`config.mk`:
```
export PLATFORM = sky130hd
export DESIGN_NAME = omsm_top
export DESIGN_NICKNAME = d
export VERILOG_FILES = /design/src/rtl/omsm_spi_rx.v /design/src/rtl/omsm_top.v
export VERILOG_INCLUDE_DIRS = /design/src /design/src/rtl
export SDC_FILE = /design/constraint.sdc
export NUM_CORES = 1
export LEC_CHECK = 0
export ABC_AREA = 1
export BUFFER_PORTS_ARGS = -buffer_cell sky130_fd_sc_hd__buf_4
export CAP_MARGIN = 15
export CORE_MARGIN = 5
export CORE_UTILIZATION = 24
export CTS_CLUSTER_SIZE = 10
export DETAILED_ROUTE_END_ITERATION = 10
export SETUP_SLACK_MARGIN = 0.3
export SLEW_MARGIN = 20
export SYNTH_ARGS = -nofsm -noshare
export SYNTH_HDL_FRONTEND = slang
export SYNTH_SLANG_ARGS = --single-unit
```
`constraint.sdc`:
```
create_clock -name clock -period 3.51 [get_ports clock]
set_clock_uncertainty 0.1 [all_clocks]
set_input_delay 0.351 -clock clock [delete_from_list [all_inputs] [get_ports clock]]
set_output_delay 0.351 -clock clock [all_outputs]
set_load 0.05 [all_outputs]
```
`src/rtl/omsm_defs.vh`:
```
// Constants of the operating mode state machine
`ifndef OMSM_DEFS_VH
`define OMSM_DEFS_VH

// ****************************************
// Timing
// ****************************************
`define OMSM_CLK_PERIOD_NS    5
`define OMSM_RESET_DELAY_US   10
`define OMSM_LONG_WINDOW_MS   200
`define OMSM_WD_PERIOD_MS     20
// Least time rounds up
`define OMSM_RD_CYCLES ((`OMSM_RESET_DELAY_US*1000+`OMSM_CLK_PERIOD_NS-1)/`OMSM_CLK_PERIOD_NS)
// Deadlines round down
`define OMSM_LW_CYCLES ((`OMSM_LONG_WINDOW_MS*1000000)/`OMSM_CLK_PERIOD_NS)
`define OMSM_WD_CYCLES ((`OMSM_WD_PERIOD_MS*1000000)/`OMSM_CLK_PERIOD_NS)

// ****************************************
// Serial frame layout
// ****************************************
`define OMSM_FRAME_BITS       16
`define OMSM_FRM_WRITE_BIT    15
`define OMSM_FRM_ADDR_MSB     14
`define OMSM_FRM_ADDR_LSB     8
`define OMSM_FRM_DATA_MSB     7

// ****************************************
// Register addresses
// ****************************************
`define OMSM_ADDR_MODE_CTRL   7'h01
`define OMSM_ADDR_WATCHDOG_CONTROL_REG     7'h02
`define OMSM_ADDR_HARDWARE_CONTROL_REG     7'h03
`define OMSM_ADDR_SYS_CTRL    7'h04
`define OMSM_ADDR_STAT_CLR    7'h05

// ****************************************
// Fields and codes
// ****************************************
`define OMSM_MODE_NORMAL      3'h0
`define OMSM_MODE_SLEEP       3'h1
`define OMSM_MODE_STOP        3'h2
`define OMSM_MODE_SOFT_RESET  3'h3
`define OMSM_WD_REFRESH_BIT   0
`define OMSM_WD_LIMIT_BIT     1
`define OMSM_HW_THRESH_BIT    0
`define OMSM_CLR_SPI_BIT      0
`define OMSM_CLR_WD_BIT       1
`define OMSM_CLR_UV_BIT       2
`define OMSM_CLR_WAKE_BIT     3
`define OMSM_CLR_FS_BIT       4
`define OMSM_THRESH_RESET     1'h1
`define OMSM_RST_LIMIT_COUNT  2'h3

`endif

```
`src/rtl/omsm_spi_rx.v`:
```
// Serial frame receiver with status shift-out
`timescale 1ns/1ps
`default_nettype none
`include "omsm_defs.vh"

module omsm_spi_rx #(
    parameter FRAME_BITS = `OMSM_FRAME_BITS
) (
    // Clock and reset
    input  wire                  clock,
    input  wire                  resetn,
    // Serial pins
    input  wire                  spi_sck,
    input  wire                  spi_csn,
    input  wire                  spi_mosi,
    output wire                  spi_miso,
    output wire                  spi_miso_oe,
    // Frame side
    input  wire [FRAME_BITS-1:0] status_word,
    output reg                   frame_valid,
    output reg                   frame_error,
    output reg  [FRAME_BITS-1:0] frame_word
);

    localparam CW = $clog2(FRAME_BITS) + 1;
    localparam [CW-1:0] FULL = FRAME_BITS;

    reg [2:0]            pin_meta;
    reg [2:0]            pin_sync;
    reg                  sck_last;
    reg                  csn_last;
    reg [CW-1:0]         bit_cnt;
    reg [FRAME_BITS-1:0] rx_shift;
    reg [FRAME_BITS-1:0] tx_shift;

    wire sck_s  = pin_sync[0];
    wire csn_s  = pin_sync[1];
    wire mosi_s = pin_sync[2];
    wire sck_rise = sck_s & ~sck_last & ~csn_s;
    wire sck_fall = ~sck_s & sck_last & ~csn_s;

    assign spi_miso    = tx_shift[FRAME_BITS-1];
    assign spi_miso_oe = ~csn_s;

    // ****************************************
    // Pin synchronisers and frame assembly
    // ****************************************
    always @(posedge clock) begin
        if (!resetn) begin
            pin_meta    <= 3'h2;
            pin_sync    <= 3'h2;
            sck_last    <= 1'h0;
            csn_last    <= 1'h1;
            bit_cnt     <= {CW{1'b0}};
            rx_shift    <= {FRAME_BITS{1'b0}};
            tx_shift    <= {FRAME_BITS{1'b0}};
            frame_valid <= 1'h0;
            frame_error <= 1'h0;
            frame_word  <= {FRAME_BITS{1'b0}};
        end else begin
            pin_meta    <= {spi_mosi, spi_csn, spi_sck};
            pin_sync    <= pin_meta;
            sck_last    <= sck_s;
            csn_last    <= csn_s;
            frame_valid <= 1'h0;
            frame_error <= 1'h0;
            if (!csn_s && csn_last) begin
                bit_cnt  <= {CW{1'b0}};
                tx_shift <= status_word;
            end else if (sck_rise) begin
                rx_shift <= {rx_shift[FRAME_BITS-2:0], mosi_s};
                if (bit_cnt != {CW{1'b1}})
                    bit_cnt <= bit_cnt + 1'b1;
            end else if (sck_fall) begin
                tx_shift <= {tx_shift[FRAME_BITS-2:0], 1'b0};
            end
            // Only a frame of exactly the full length counts as a command
            if (csn_s && !csn_last) begin
                if (bit_cnt == FULL) begin
                    frame_valid <= 1'h1;
                    frame_word  <= rx_shift;
                end else begin
                    frame_error <= 1'h1;
                end
            end
        end
    end

endmodule // omsm_spi_rx
`default_nettype wire

```
`src/rtl/omsm_top.v`:
```
// Operating mode state machine of the supply companion device
// Functional notes
// RULE1: Init mode at power-up and soft reset; six operating modes.
// RULE2: Restart goes to normal alone once failure cleared and delay expired.
// RULE3: Critical fault enters fail-safe, regulator off, until wake without overtemperature.
// RULE4: Stop mode saves power with main regulator still on.
// RULE5: Sleep mode switches main regulator off.
// RULE6: Strap low in init gives development mode, watchdog halted.
// RULE7: Control and diagnosis only through 16-bit serial frames.
// RULE8: Mode field write changes mode; restart clears the field.
// RULE9: In init strap pin is input with pull-up, sampled for configuration.
// RULE10: Configuration 0 never resets on watchdog failure.
// RULE11: Configuration 1 restarts on first missed trigger, fail-safe outputs on.
// RULE12: Configuration 3 restarts on second missed trigger, fail-safe outputs on.
// RULE13: Threshold-select bit in hardware control picks configuration 1 or 3.
// RULE14: After threshold, one reset delay, release reset, start long window.
// RULE15: Any frame in init, even illegal, moves to normal.
// RULE16: No trigger in long window flags failure, restarts, one reset; with thresh_sel 0 the code only counts it as a first miss.
// RULE17: Reset limit set stops resets after three consecutive watchdog resets.
// RULE18: Wake events in init are discarded.
// RULE19: Host should service and set up the watchdog first.
// RULE20: No undervoltage flag or fail-safe during power-up below thresholds.
// RULE21: Reset low below threshold, released one reset delay after.
// RULE22: Stop mode rejects most writes and flags serial error.
// RULE23: Stop to sleep request is refused, flags error, enters restart.
// RULE24: Reset delay and long window timed by counters, lengths are parameters.
`timescale 1ns/1ps
`default_nettype none
`include "omsm_defs.vh"

module omsm_top #(
    parameter [31:0] RESET_DELAY_CYCLES = `OMSM_RD_CYCLES,
    parameter [31:0] LONG_WINDOW_CYCLES = `OMSM_LW_CYCLES,
    parameter [31:0] WD_PERIOD_CYCLES   = `OMSM_WD_CYCLES
) (
    // Clock and reset
    input  wire        clock,
    input  wire        resetn,
    // Serial link
    input  wire        spi_sck,
    input  wire        spi_csn,
    input  wire        spi_mosi,
    output wire        spi_miso,
    output wire        spi_miso_oe,
    // Supply and fault monitors
    input  wire        main_supply_undervoltage,
    input  wire        battery_uv_timeout,
    input  wire        severe_thermal_shutdown,
    input  wire        main_supply_short,
    input  wire        wake_input_pin,
    // Strap and fail-safe pin
    input  wire        failsafe_strap_pin_in,
    output wire        failsafe_strap_pin_out,
    output wire        failsafe_strap_pin_oe,
    output wire        strap_pullup_enable,
    // Mode and status
    output wire        reset_output_pin_n,
    output wire        main_regulator_output,
    output wire        low_power_stop,
    output wire [5:0]  current_mode,
    output wire [2:0]  operating_mode_select,
    output wire        restart_threshold_state,
    output wire        watchdog_halted,
    output wire        failsafe_outputs,
    output wire        spi_error_flag,
    output wire        watchdog_fail_flag,
    output wire        undervoltage_flag,
    output wire        wake_flag
);

    localparam [5:0] ST_INIT     = 6'h01;
    localparam [5:0] ST_NORMAL   = 6'h02;
    localparam [5:0] ST_STOP     = 6'h04;
    localparam [5:0] ST_SLEEP    = 6'h08;
    localparam [5:0] ST_RESTART  = 6'h10;
    localparam [5:0] ST_FAILSAFE = 6'h20;

    reg  [5:0]  state;
    reg  [5:0]  next_state;
    reg  [5:0]  mon_meta;
    reg  [5:0]  mon_sync;
    reg         wake_last;
    reg  [31:0] rd_cnt;
    reg  [31:0] wd_cnt;
    reg  [1:0]  miss_cnt;
    reg  [1:0]  rst_cnt;
    reg         released;
    reg         dev_mode;
    reg  [2:0]  mode_sel;
    reg         thresh_sel;
    reg         reset_limit;
    reg         spi_err;
    reg         wd_fail;
    reg         uv_flag;
    reg         wk_flag;
    reg         fs_active;

    wire        frame_valid;
    wire        frame_error;
    wire [15:0] frame_word;

    wire uv     = mon_sync[0];
    wire bat_lo = mon_sync[1];
    wire tsd    = mon_sync[2];
    wire vshort = mon_sync[3];
    wire wake   = mon_sync[4];
    wire strap  = mon_sync[5];

    wire in_init = state[0];
    wire in_norm = state[1];
    wire in_stop = state[2];
    wire in_slp  = state[3];
    wire in_rst  = state[4];
    wire in_fs   = state[5];

    wire crit     = tsd | vshort;
    wire wake_evt = wake & ~wake_last;
    wire powerup  = in_init & ~released & uv & bat_lo;

    // ****************************************
    // Frame receiver and command decode
    // ****************************************
    omsm_spi_rx #(
        .FRAME_BITS (`OMSM_FRAME_BITS)
    ) u_spi_rx (
        .clock       (clock),
        .resetn      (resetn),
        .spi_sck     (spi_sck),
        .spi_csn     (spi_csn),
        .spi_mosi    (spi_mosi),
        .spi_miso    (spi_miso),
        .spi_miso_oe (spi_miso_oe),
        .status_word ({spi_err, wd_fail, uv_flag, wk_flag, fs_active, dev_mode,
                       thresh_sel, reset_limit, 2'h0, state}),
        .frame_valid (frame_valid),
        .frame_error (frame_error),
        .frame_word  (frame_word)
    );

    wire       fr_write = frame_word[`OMSM_FRM_WRITE_BIT];
    wire [6:0] fr_addr  = frame_word[`OMSM_FRM_ADDR_MSB:`OMSM_FRM_ADDR_LSB];
    wire [7:0] fr_data  = frame_word[`OMSM_FRM_DATA_MSB:0];
    wire [2:0] fr_mode  = fr_data[2:0];

    wire wr_any  = frame_valid & fr_write;
    wire wr_mode = wr_any & (fr_addr == `OMSM_ADDR_MODE_CTRL);
    wire wr_wd   = wr_any & (fr_addr == `OMSM_ADDR_WATCHDOG_CONTROL_REG);
    wire wr_hw   = wr_any & (fr_addr == `OMSM_ADDR_HARDWARE_CONTROL_REG);
    wire wr_sys  = wr_any & (fr_addr == `OMSM_ADDR_SYS_CTRL);
    wire wr_clr  = wr_any & (fr_addr == `OMSM_ADDR_STAT_CLR);

    wire stop_ok = ~fr_write | wr_sys | wr_clr                        // RULE22
                 | (wr_wd & fr_data[`OMSM_WD_REFRESH_BIT])
                 | (wr_mode & ((fr_mode == `OMSM_MODE_NORMAL)
                             | (fr_mode == `OMSM_MODE_SOFT_RESET)));
    wire stop_rej = frame_valid & in_stop & ~stop_ok;                 // RULE22
    // Sleep ignores the link entirely; stop only passes its exempt set
    wire cmd_ok   = frame_valid & ~in_slp & (~in_stop | stop_ok);     // RULE7
    wire sleep_from_stop = stop_rej & wr_mode & (fr_mode == `OMSM_MODE_SLEEP); // RULE23

    wire refresh = cmd_ok & wr_wd & fr_data[`OMSM_WD_REFRESH_BIT];
    wire mode_cmd = cmd_ok & wr_mode & ~in_init;

    // ****************************************
    // Watchdog
    // ****************************************
    // Development mode halts the counter, so configuration 0 never trips
    wire wd_run    = ~dev_mode & released & (in_init | in_norm | in_stop); // RULE6 RULE10
    wire wd_expire = wd_run & (wd_cnt == 32'h0) & ~refresh;
    wire [1:0] miss_need = thresh_sel ? 2'h1 : 2'h2;                  // RULE11 RULE12
    wire wd_trip   = wd_expire & ((miss_cnt + 2'h1) >= miss_need);    // RULE16
    wire wd_capped = reset_limit & (rst_cnt == `OMSM_RST_LIMIT_COUNT); // RULE17
    wire wd_reset  = wd_trip & ~wd_capped;

    wire init_release = in_init & ~released & ~uv & (rd_cnt == 32'h0); // RULE14 RULE21

    // ****************************************
    // Mode transitions
    // ****************************************
    always @* begin
        next_state = state;
        case (state)
            ST_INIT: begin
                if (crit)
                    next_state = ST_FAILSAFE;
                else if (wd_reset)
                    next_state = ST_RESTART;
                else if (released && (frame_valid || frame_error))
                    next_state = ST_NORMAL;                           // RULE15
            end
            ST_NORMAL, ST_STOP: begin
                if (crit)
                    next_state = ST_FAILSAFE;                         // RULE3
                else if (uv || wd_reset || sleep_from_stop)
                    next_state = ST_RESTART;                          // RULE16 RULE23
                else if (mode_cmd && fr_mode == `OMSM_MODE_SOFT_RESET)
                    next_state = ST_INIT;                             // RULE1
                else if (mode_cmd && fr_mode == `OMSM_MODE_NORMAL)
                    next_state = ST_NORMAL;                           // RULE8
                else if (mode_cmd && in_norm && fr_mode == `OMSM_MODE_STOP)
                    next_state = ST_STOP;                             // RULE8
                else if (mode_cmd && in_norm && fr_mode == `OMSM_MODE_SLEEP)
                    next_state = ST_SLEEP;                            // RULE8
            end
            ST_SLEEP: begin
                if (crit)
                    next_state = ST_FAILSAFE;
                else if (wake_evt)
                    next_state = ST_RESTART;
            end
            ST_RESTART: begin
                if (crit)
                    next_state = ST_FAILSAFE;
                else if (!uv && rd_cnt == 32'h0)
                    next_state = ST_NORMAL;                           // RULE2
            end
            ST_FAILSAFE: begin
                if (wake_evt && !tsd)
                    next_state = ST_RESTART;                          // RULE3
            end
            default: next_state = ST_INIT;
        endcase
    end

    // ****************************************
    // State, timers and configuration
    // ****************************************
    always @(posedge clock) begin
        if (!resetn) begin
            state       <= ST_INIT;                                   // RULE1
            mon_meta    <= 6'h20;
            mon_sync    <= 6'h20;
            wake_last   <= 1'h0;
            rd_cnt      <= RESET_DELAY_CYCLES;
            wd_cnt      <= LONG_WINDOW_CYCLES;
            miss_cnt    <= 2'h0;
            rst_cnt     <= 2'h0;
            released    <= 1'h0;
            dev_mode    <= 1'h0;
            mode_sel    <= `OMSM_MODE_NORMAL;
            thresh_sel  <= `OMSM_THRESH_RESET;
            reset_limit <= 1'h0;
        end else begin
            mon_meta  <= {failsafe_strap_pin_in, wake_input_pin, main_supply_short,
                          severe_thermal_shutdown, battery_uv_timeout,
                          main_supply_undervoltage};
            mon_sync  <= mon_meta;
            wake_last <= wake;
            state     <= next_state;
            // Reset delay restarts on every entry and while the supply is low
            if (next_state != state || uv)
                rd_cnt <= RESET_DELAY_CYCLES;                         // RULE24 RULE21
            else if (rd_cnt != 32'h0)
                rd_cnt <= rd_cnt - 32'h1;
            if (next_state != state)
                released <= next_state[1] | next_state[2];
            else if (in_init)
                released <= ~uv & (released | (rd_cnt == 32'h0));     // RULE21
            // Strap level is taken at the reset release of init
            if (init_release)
                dev_mode <= ~strap;                                   // RULE9 RULE6
            if (init_release || (in_rst && next_state[1]) || refresh || wd_expire)
                wd_cnt <= (init_release || in_rst) ? LONG_WINDOW_CYCLES
                                                   : WD_PERIOD_CYCLES; // RULE14 RULE24
            else if (wd_run && wd_cnt != 32'h0)
                wd_cnt <= wd_cnt - 32'h1;
            if (refresh || wd_trip || init_release)
                miss_cnt <= 2'h0;
            else if (wd_expire)
                miss_cnt <= miss_cnt + 2'h1;
            if (refresh)
                rst_cnt <= 2'h0;
            else if (wd_reset && rst_cnt != `OMSM_RST_LIMIT_COUNT)
                rst_cnt <= rst_cnt + 2'h1;                            // RULE17
            if (in_rst || next_state[0])
                mode_sel <= `OMSM_MODE_NORMAL;                        // RULE8
            else if (mode_cmd)
                mode_sel <= fr_mode;
            if (cmd_ok && wr_hw)
                thresh_sel <= fr_data[`OMSM_HW_THRESH_BIT];           // RULE13
            if (cmd_ok && wr_wd)
                reset_limit <= fr_data[`OMSM_WD_LIMIT_BIT];           // RULE17
        end
    end

    // ****************************************
    // Status flags, set wins over clear
    // ****************************************
    wire clr_en = cmd_ok & wr_clr;

    always @(posedge clock) begin
        if (!resetn) begin
            spi_err   <= 1'h0;
            wd_fail   <= 1'h0;
            uv_flag   <= 1'h0;
            wk_flag   <= 1'h0;
            fs_active <= 1'h0;
        end else begin
            if (stop_rej || (frame_error && !in_init && !in_slp))
                spi_err <= 1'h1;                                      // RULE22 RULE23
            else if (clr_en && fr_data[`OMSM_CLR_SPI_BIT])
                spi_err <= 1'h0;
            if (wd_trip)
                wd_fail <= 1'h1;                                      // RULE16
            else if (clr_en && fr_data[`OMSM_CLR_WD_BIT])
                wd_fail <= 1'h0;
            if (uv && (in_norm || in_stop))
                uv_flag <= 1'h1;                                      // RULE20
            else if (clr_en && fr_data[`OMSM_CLR_UV_BIT])
                uv_flag <= 1'h0;
            if (wake_evt && !in_init)
                wk_flag <= 1'h1;                                      // RULE18
            else if (clr_en && fr_data[`OMSM_CLR_WAKE_BIT])
                wk_flag <= 1'h0;
            // Passing through restart leaves the outputs as they are
            if (!powerup && (wd_reset || next_state[5]))
                fs_active <= 1'h1;                                    // RULE11 RULE12 RULE20
            else if (clr_en && fr_data[`OMSM_CLR_FS_BIT] && !in_fs)
                fs_active <= 1'h0;
        end
    end

    // ****************************************
    // Outputs
    // ****************************************
    assign reset_output_pin_n      = released;                        // RULE21
    assign main_regulator_output   = ~(in_slp | in_fs);               // RULE3 RULE4 RULE5
    assign low_power_stop          = in_stop;                         // RULE4
    assign current_mode            = state;
    assign operating_mode_select   = mode_sel;
    assign restart_threshold_state = thresh_sel;
    assign watchdog_halted         = dev_mode;
    assign failsafe_outputs        = fs_active;
    // Strap pin is input with pull-up in init, low-driving fail-safe output after
    assign failsafe_strap_pin_out  = 1'h0;
    assign failsafe_strap_pin_oe   = fs_active & ~in_init;            // RULE9
    assign strap_pullup_enable     = in_init;                         // RULE9
    assign spi_error_flag          = spi_err;
    assign watchdog_fail_flag      = wd_fail;
    assign undervoltage_flag       = uv_flag;
    assign wake_flag               = wk_flag;

endmodule // omsm_top
`default_nettype wire

```
==> results by group, run 1 <==
Worst setup path
  • Worst EP required: 3790 ps
  • Worst EP arrival: roughly 3200 ps
  • R2r setup slk: 640 ps
  • Crit Path Class: flop to flop
  • Worst setup SP type: flop
  • CP max FO: 12
  • Reg2Reg Depth: 20
  • FF-to-FF End: rd_cnt[30]$_SDFFE_PP0N_
  • R2r startpoint: wd_cnt[0]$_SDFFE_PN0P_
  • CP Capture Type: flop

Route
  • Total Wirelength: 19.4 mm
  • # DRC: 0
  • Average via count per standard cell: 4.32
  • Per-cell routed wire length: 12.0 microns
  • Vias: 7011
  • First-iteration detailed-routing DRC count: 354
  • Final ANT Viol Nets: 0
  • Drt pass-1 iters: 4

Timing
  • Final setup vio count: 0
  • Post-layout min period: 2870 ps
  • RSZ-0062 raised after global routing: true
  • Worst-Margin Slew: 827 ps
  • Setup TNS: 0 ps
  • Peak Freq: 348 MHz
  • Final period util: 81.9%
  • Hold Worst Slack: 7.49 ps
  • Worst slew margin: 44.7%
  • Slew Limit Fails: 0
  • Final hold viol count: 0

Yosys
  • Syn avg cell area: 7.00 sq um
  • Ys async rst share: 0%
  • Cells after Synth: between 1000 and 1500
  • Cell variety after synth: 47
  • Synth Cell Area: 7870 sq um
  • Top_reg_cell synth: dfxtp_1
  • Yosys reg bits: 159
  • Syn. warnings: 0
  • Post-synth EDFFs: 0
  • Syn_nets: 1145
  • Seq/Total Area, Yosys: 40.4%

Finish
  • Fillers: 3543
  • Layout Utilization: 28.7%
  • Net count reported at finish: roughly 1200
  • Ratio of cells with drive above 1 in the final layout: 12.3%
  • Sequential cell area: ~3200 sq um
  • Multi-input gate area: around 3900 sq um
  • Area grow syn2layout: 18.4%
  • N_diodes: 0

Floorplan
  • Die Y: between 150 and 200 microns
  • Core area: about 32000 sq um
  • Num rows: 66
  • Die width: ~190 microns
  • Area of the die: 36500 sq um
  • Starting Density: 24.3%
  • IO Pins: 35

Hold path
  • Min-Delay Endpoint: mon_meta[1]$_SDFF_PN0_
  • Hold Path Cell Cnt: 3
  • Worst Hold Launch: battery_uv_timeout
  • HP Class: input pin to flop

GRT
  • Initial antenna violation count: 0
  • All-Layer GR Usage: 10.8%
  • First-pass GRT wire length: 32.4 mm
  • Vias in the first global route: 6580
  • Largest net degree at the start of global routing: 76
  • Congestion Overflow GR: 0

Power
  • PwrDens: 469 nW/um^2
  • Leakage power: 4.07 nW
  • VDD IR max: ~0.00036 V
  • Combinational share of power: 14.9%
  • Clock power frac: 40.7%
  • Sw Share: 29.2%
  • Sequential share of power: 44.4%
  • Int Pwr: 0.00310 W
  • P_sw: approximately 0.0013 W

Clock tree
  • CTS Buffer Depth: 2
  • CTS buffer count: 17
  • CTS Sinks: roughly 160
  • Worst-Skew Late Latency: 440 ps
  • # H-tree levels: 4
  • Clk slew on worst S/H paths: 70 ps
  • CTS tree: done
  • CTS root buffer: clkbuf_16

Placed design
  • IO buf count: 33
  • DP Wirelength: 14.1 mm
  • Gpl congestion: 0.881

Run status
  • Status: finished clean

Flow run
  • MaxCap Viol Count: 0
stage by stage:
step                total power, W  worst slack (ps)  cell area [sq um]  std cells
global route               0.00459               293               9320       1622
floorplan                  0.00245               747               7870       1125
detailed placement         0.00259               340               8610       1581
finish                     0.00437               637               9320       1622
CTS                        0.00438               328               9250       1619
global placement           0.00258               344               8610       1581
per-layer routing:
metal,routed length [microns],global-route usage (%),up-vias
met5,0,0,-
met3,880,2.61,22
met2,8570,17.0,115
li1,-,-,3691
met4,493,4.39,0
met1,9500,14.3,3183
power groups by stage:
stage,Combinational [W],Clock [W],Sequential [W]
after floorplan,0.000469,0,0.00198
after global placement,0.000603,0,0.00198
after detailed placement,0.000610,0,0.00198
after CTS,0.000621,0.00182,0.00194
after global routing,0.000745,0.00190,0.00195
final,0.000652,0.00178,0.00194
what timing repair did:
action	CTS	global route
hold buffers	8	0
buffers inserted	0	2
gates resized for setup	0	6
setup endpoints to repair	0	35
hold endpoints to repair	8	0
critical path, stage by stage (launching register included):
cell	delay (ps)
dfxtp_1	290
inv_1	110
ha_1	240
nand2_1	120
nor3_2	240
nand2_1	140
nor2_4	130
nand3_4	110
nor2_4	160
nor2_4	70
nand2_1	70
nand2_1	50
nand2_1	80
nand2_1	70
nand2_1	60
nand2_1	90
nor2_4	200
buf_12	130
nand3_4	70
buf_12	200
nor2_4	90
cell usage after synthesis, drive strengths merged (10+ instances only):
cell | n | area (sq um)
nand3 | 74 | 425
nand4 | 26 | 163
o21ai | 76 | 380
xor2 | 29 | 254
dfxtp | 159 | 3180
inv | 180 | 676
clkbuf | 21 | 78.8
nor3 | 29 | 176
a21oi | 61 | 305
nor2 | 187 | 827
nand2 | 199 | 764
nor4 | 10 | 62.6
o211ai | 16 | 120
cell families after synthesis:
family	Yosys count	synth area share, %
fa+ha+maj	9	1.43
simple gates	542	32.1
buf+inv	211	10.4
other cells	1	0.0476
flops	159	40.4
compound gates	172	12.1
xor+xnor	31	3.45
registers in the layout, summed over array words and instances, names as in the netlist, 3 cells and up:
signal	count
rd_cnt	32
u_spi_rx.tx_shift	16
current_mode	6
u_spi_rx.rx_shift	16
mon_sync	6
mon_meta	6
u_spi_rx.bit_cnt	5
u_spi_rx.pin_sync	3
operating_mode_select	3
u_spi_rx.frame_word	13
u_spi_rx.pin_meta	3
wd_cnt	32
worst max-delay path by stage:
stage,endpoint,depth (start not counted),slack (ps),from
2_1_floorplan,rd_cnt[10]$_SDFFE_PP1N_,19,750,current_mode[2]$_SDFF_PN0_
3_3_place_gp,rd_cnt[20]$_SDFFE_PP0N_,14,340,current_mode[1]$_SDFF_PN0_
3_5_place_dp,rd_cnt[20]$_SDFFE_PP0N_,14,340,current_mode[1]$_SDFF_PN0_
4_1_cts,rd_cnt[3]$_SDFFE_PP0N_,14,330,current_mode[1]$_SDFF_PN0_
5_1_grt,rd_cnt[3]$_SDFFE_PP0N_,18,290,wd_cnt[0]$_SDFFE_PN0P_
6_report,rd_cnt[30]$_SDFFE_PP0N_,20,640,wd_cnt[0]$_SDFFE_PN0P_
cell type report:
class	count	share of cell area, %
multi-input cells	756	41.8
flip-flops and latches	159	34.2
inverters	181	7.29
well taps	442	5.94
repair buffers	54	4.83
clock buffers	19	4.75
clock inverters	11	1.20
cell usage in the layout (no fill, tap or decap), types with 4 or more instances in the layout:
master         instances
nand4_1               26
inv_2                  7
ha_1                   9
or2_2                  7
nor2_2                24
nor2_1               154
nor3_1                24
nand2_2                4
xor2_1                29
nand3_2                6
o211ai_1              16
o21a_1                 4
buf_4                 44
clkbuf_16             17
nor4_1                 9
nor2_4                 9
dfxtp_1              157
a21oi_1               61
clkinv_4               4
dlygate4sd3_1          8
nand2_1              194
nand3_1               66
a31oi_1                4
nor3_2                 4
inv_1                173
o21ai_0               73
Note: power is estimated with default switching activity, not from simulation.
==> run 2, diff against run 1 <==
==> constraint.sdc (replaced) <==
create_clock -name clock -period 2.86 [get_ports clock]
set_clock_uncertainty 0.1 [all_clocks]
set_input_delay 0.286 -clock clock [delete_from_list [all_inputs] [get_ports clock]]
set_output_delay 0.286 -clock clock [all_outputs]
set_load 0.05 [all_outputs]
==> results by group, run 2 (same netlist as run 1, synthesis figures left out) <==
Run status
  • Status: finished clean

Worst setup path
  • Most used cell, CP: nand2_2
  • Slowest CP cell: dfxtp_2
  • Crit Path Class: flop to flop
  • Top delay family on crit path: simple AND/OR/NAND/NOR gates
  • Worst EP arrival: 2880 ps
  • CP Capture Type: flop
  • CP Capture Point: rd_cnt[25]$_SDFFE_PP0N_
  • Worst setup SP type: flop
  • R2r setup slk: approximately 260 ps
  • Worst-path cell chain: inv_2 -> ha_4 -> nand2_4 -> nor3_4 -> nand2_2 -> nor2_4 -> nand3_4 -> nor2_4 -> nor2_4 -> nand3_2 -> nand2_2 -> nand2_2 -> nand2_2 -> nand2_2 -> nand2_2 -> nor2_4 -> nand3_4 -> clkbuf_16 -> nor2_2
  • Critical path depth: 19
  • R2r startpoint: wd_cnt[1]$_SDFFE_PN0P_
  • Reg2Reg Depth: 19
  • Max incr delay on CP: 330 ps
  • Origin of the worst setup path: wd_cnt[1]$_SDFFE_PN0P_
  • FF-to-FF End: rd_cnt[25]$_SDFFE_PP0N_
  • Worst EP required: around 3100 ps
  • CP max FO: 6
  • WP buf/inv: 2

Timing
  • Final hold viol count: 0
  • Worst slew margin: 49.2%
  • Post-layout min period: between 2000 and 3000 ps
  • Peak Freq: 384 MHz
  • Worst-Margin Slew: 762 ps
  • RSZ-0062 raised after global routing: true
  • Setup TNS: 0 ps
  • Final period util: 91.0%
  • Final setup vio count: 0
  • Slew Limit Fails: 0

Finish
  • Commonest cells after routing, fill and taps aside: nand2_1, inv_1, dfxtp_1
  • Ratio of cells with drive above 1 in the final layout: 30.6%
  • N_diodes: 0
  • Largest regs: rd_cnt (32), wd_cnt (32)
  • Net count reported at finish: roughly 1300
  • Fin area: 10800 sq um
  • Sequential cell area: 3230 sq um
  • Area grow syn2layout: 37.7%
  • Layout Utilization: 33.4%
  • Commonest non-fill, non-tap cell in the layout: nand2_1
  • Fillers: 3359
  • Multi-input gate area: approximately 4500 sq um
  • Finished Layout Cells: roughly 1700

GRT
  • All-Layer GR Usage: 11.9%
  • Vias in the first global route: 7391
  • Congestion Overflow GR: 0
  • Initial antenna violation count: 0
  • First-pass GRT wire length: 35.7 mm
  • Largest net degree at the start of global routing: between 70 and 80

Floorplan
  • Core area: 32500 sq um
  • Starting Density: about a quarter
  • Die width: roughly 190 microns
  • Area of the die: approximately 37000 sq um
  • Num rows: 66
  • Die Y: ~190 microns
  • IO Pins: 35

Route
  • Per-cell routed wire length: 13.0 microns
  • First-iteration detailed-routing DRC count: around 420
  • Drt pass-1 iters: 5
  • Final ANT Viol Nets: 0
  • # DRC: 0
  • Average via count per standard cell: between 4 and 5
  • Vias: 7652
  • Total Wirelength: around 22 mm

Placed design
  • DP Wirelength: around 14 mm
  • Placed cell count: 1594
  • Gpl congestion: approximately 0.92
  • IO buf count: 33
  • Area post-placement: about 8700 sq um

Power
  • Pwr Total: 0.00586 W
  • VDD IR max: about 0.00045 V
  • Leakage power: 4.71 nW
  • PwrDens: 541 nW/um^2

Clock tree
  • CTS tree: done
  • CTS buffer count: 17
  • # H-tree levels: 4
  • Worst-Skew Late Latency: 440 ps
  • Clk slew on worst S/H paths: about 70 ps
  • CTS root buffer: clkbuf_16
  • CTS Sinks: 159
  • CTS Buffer Depth: 2

Flow run
  • MaxCap Viol Count: 0

Hold path
  • Hold Path Cell Cnt: 3
  • HP Class: input pin to flop
run 2: cell count changes in the layout (fill, tap and decap cells not counted), moves of 21 or more:
cell / previous run / this run
buf_4: 44 / 126
nand2_1: 194 / 162
nor2_4: 9 / 41
nand2_2: 4 / 33
nor2_1: 154 / 125
inv_1: 173 / 146
dfxtp_1: 157 / 131
inv_2: 7 / 32
dfxtp_2: 2 / 23
run 2: layer usage:
layer,up-vias,global-route usage (%),part of all wire [%]
met4,0,5.08,3.0
met5,-,0,0
met3,50,2.52,4.4
met1,3537,14.9,45
li1,3897,-,-
met2,168,19.7,48
run 2: how the worst min path moves through the flow:
| stage | endpoint | slack, ps | from |
|---|---|---|---|
| 6_report | wd_cnt[1]$_SDFFE_PN0P_ | 240 | resetn |
| 5_1_grt | u_spi_rx.frame_valid$_SDFF_PN0_ | 270 | resetn |
| 4_1_cts | wd_cnt[1]$_SDFFE_PN0P_ | 240 | resetn |
| 3_5_place_dp | mon_sync[4]$_SDFF_PN0_ | 300 | mon_meta[4]$_SDFF_PN0_ |
| 3_3_place_gp | u_spi_rx.pin_sync[2]$_SDFF_PN0_ | 290 | u_spi_rx.pin_meta[2]$_SDFF_PN0_ |
| 2_1_floorplan | watchdog_halted$_SDFFE_PN0P_ | 280 | mon_sync[5]$_SDFF_PN1_ |
run 2: worst register-to-register path, delay by kind of cell (launching register included):
family | cells | cell delay, ps
DFF | 1 | 330
adders and majority gates | 1 | 150
and+or+nand+nor | 16 | 1630
buffers and inverters | 2 | 320
run 2: stage by stage:
| stage | setup WS [ps] | hold WS, ps |
|---|---|---|
| after global placement | 135 | 293 |
| final | 258 | 245 |
| after CTS | 304 | 244 |
| after floorplan | 331 | 283 |
| after detailed placement | 107 | 295 |
| after global routing | 97.2 | 269 |
run 2: final cells by class:
cell class	instances	area share (%)
Sequential cell	159	29.8
Inverter	181	6.31
Multi-Input combinational cell	755	41.5
Timing Repair Buffer	150	11.7
Tap cell	442	5.10
Clock inverter	15	1.66
Clock buffer	17	3.92
run 2: power by group:
part | internal, W | leakage, nW | total (W) | switching, W
clock network | 0.00119 | 0.296 | 0.00230 | 0.00111
registers | 0.00231 | 1.30 | 0.00240 | 0.0000925
logic | 0.000480 | 3.11 | 0.00116 | 0.000682
run 2: repair_timing:
action,4_1_cts,5_1_grt
hold endpoints to repair,9,0
gates cloned,2,1
setup endpoints to repair,37,64
buffers inserted,51,30
hold buffers,9,0
gates resized for setup,75,144
pin swaps,30,68
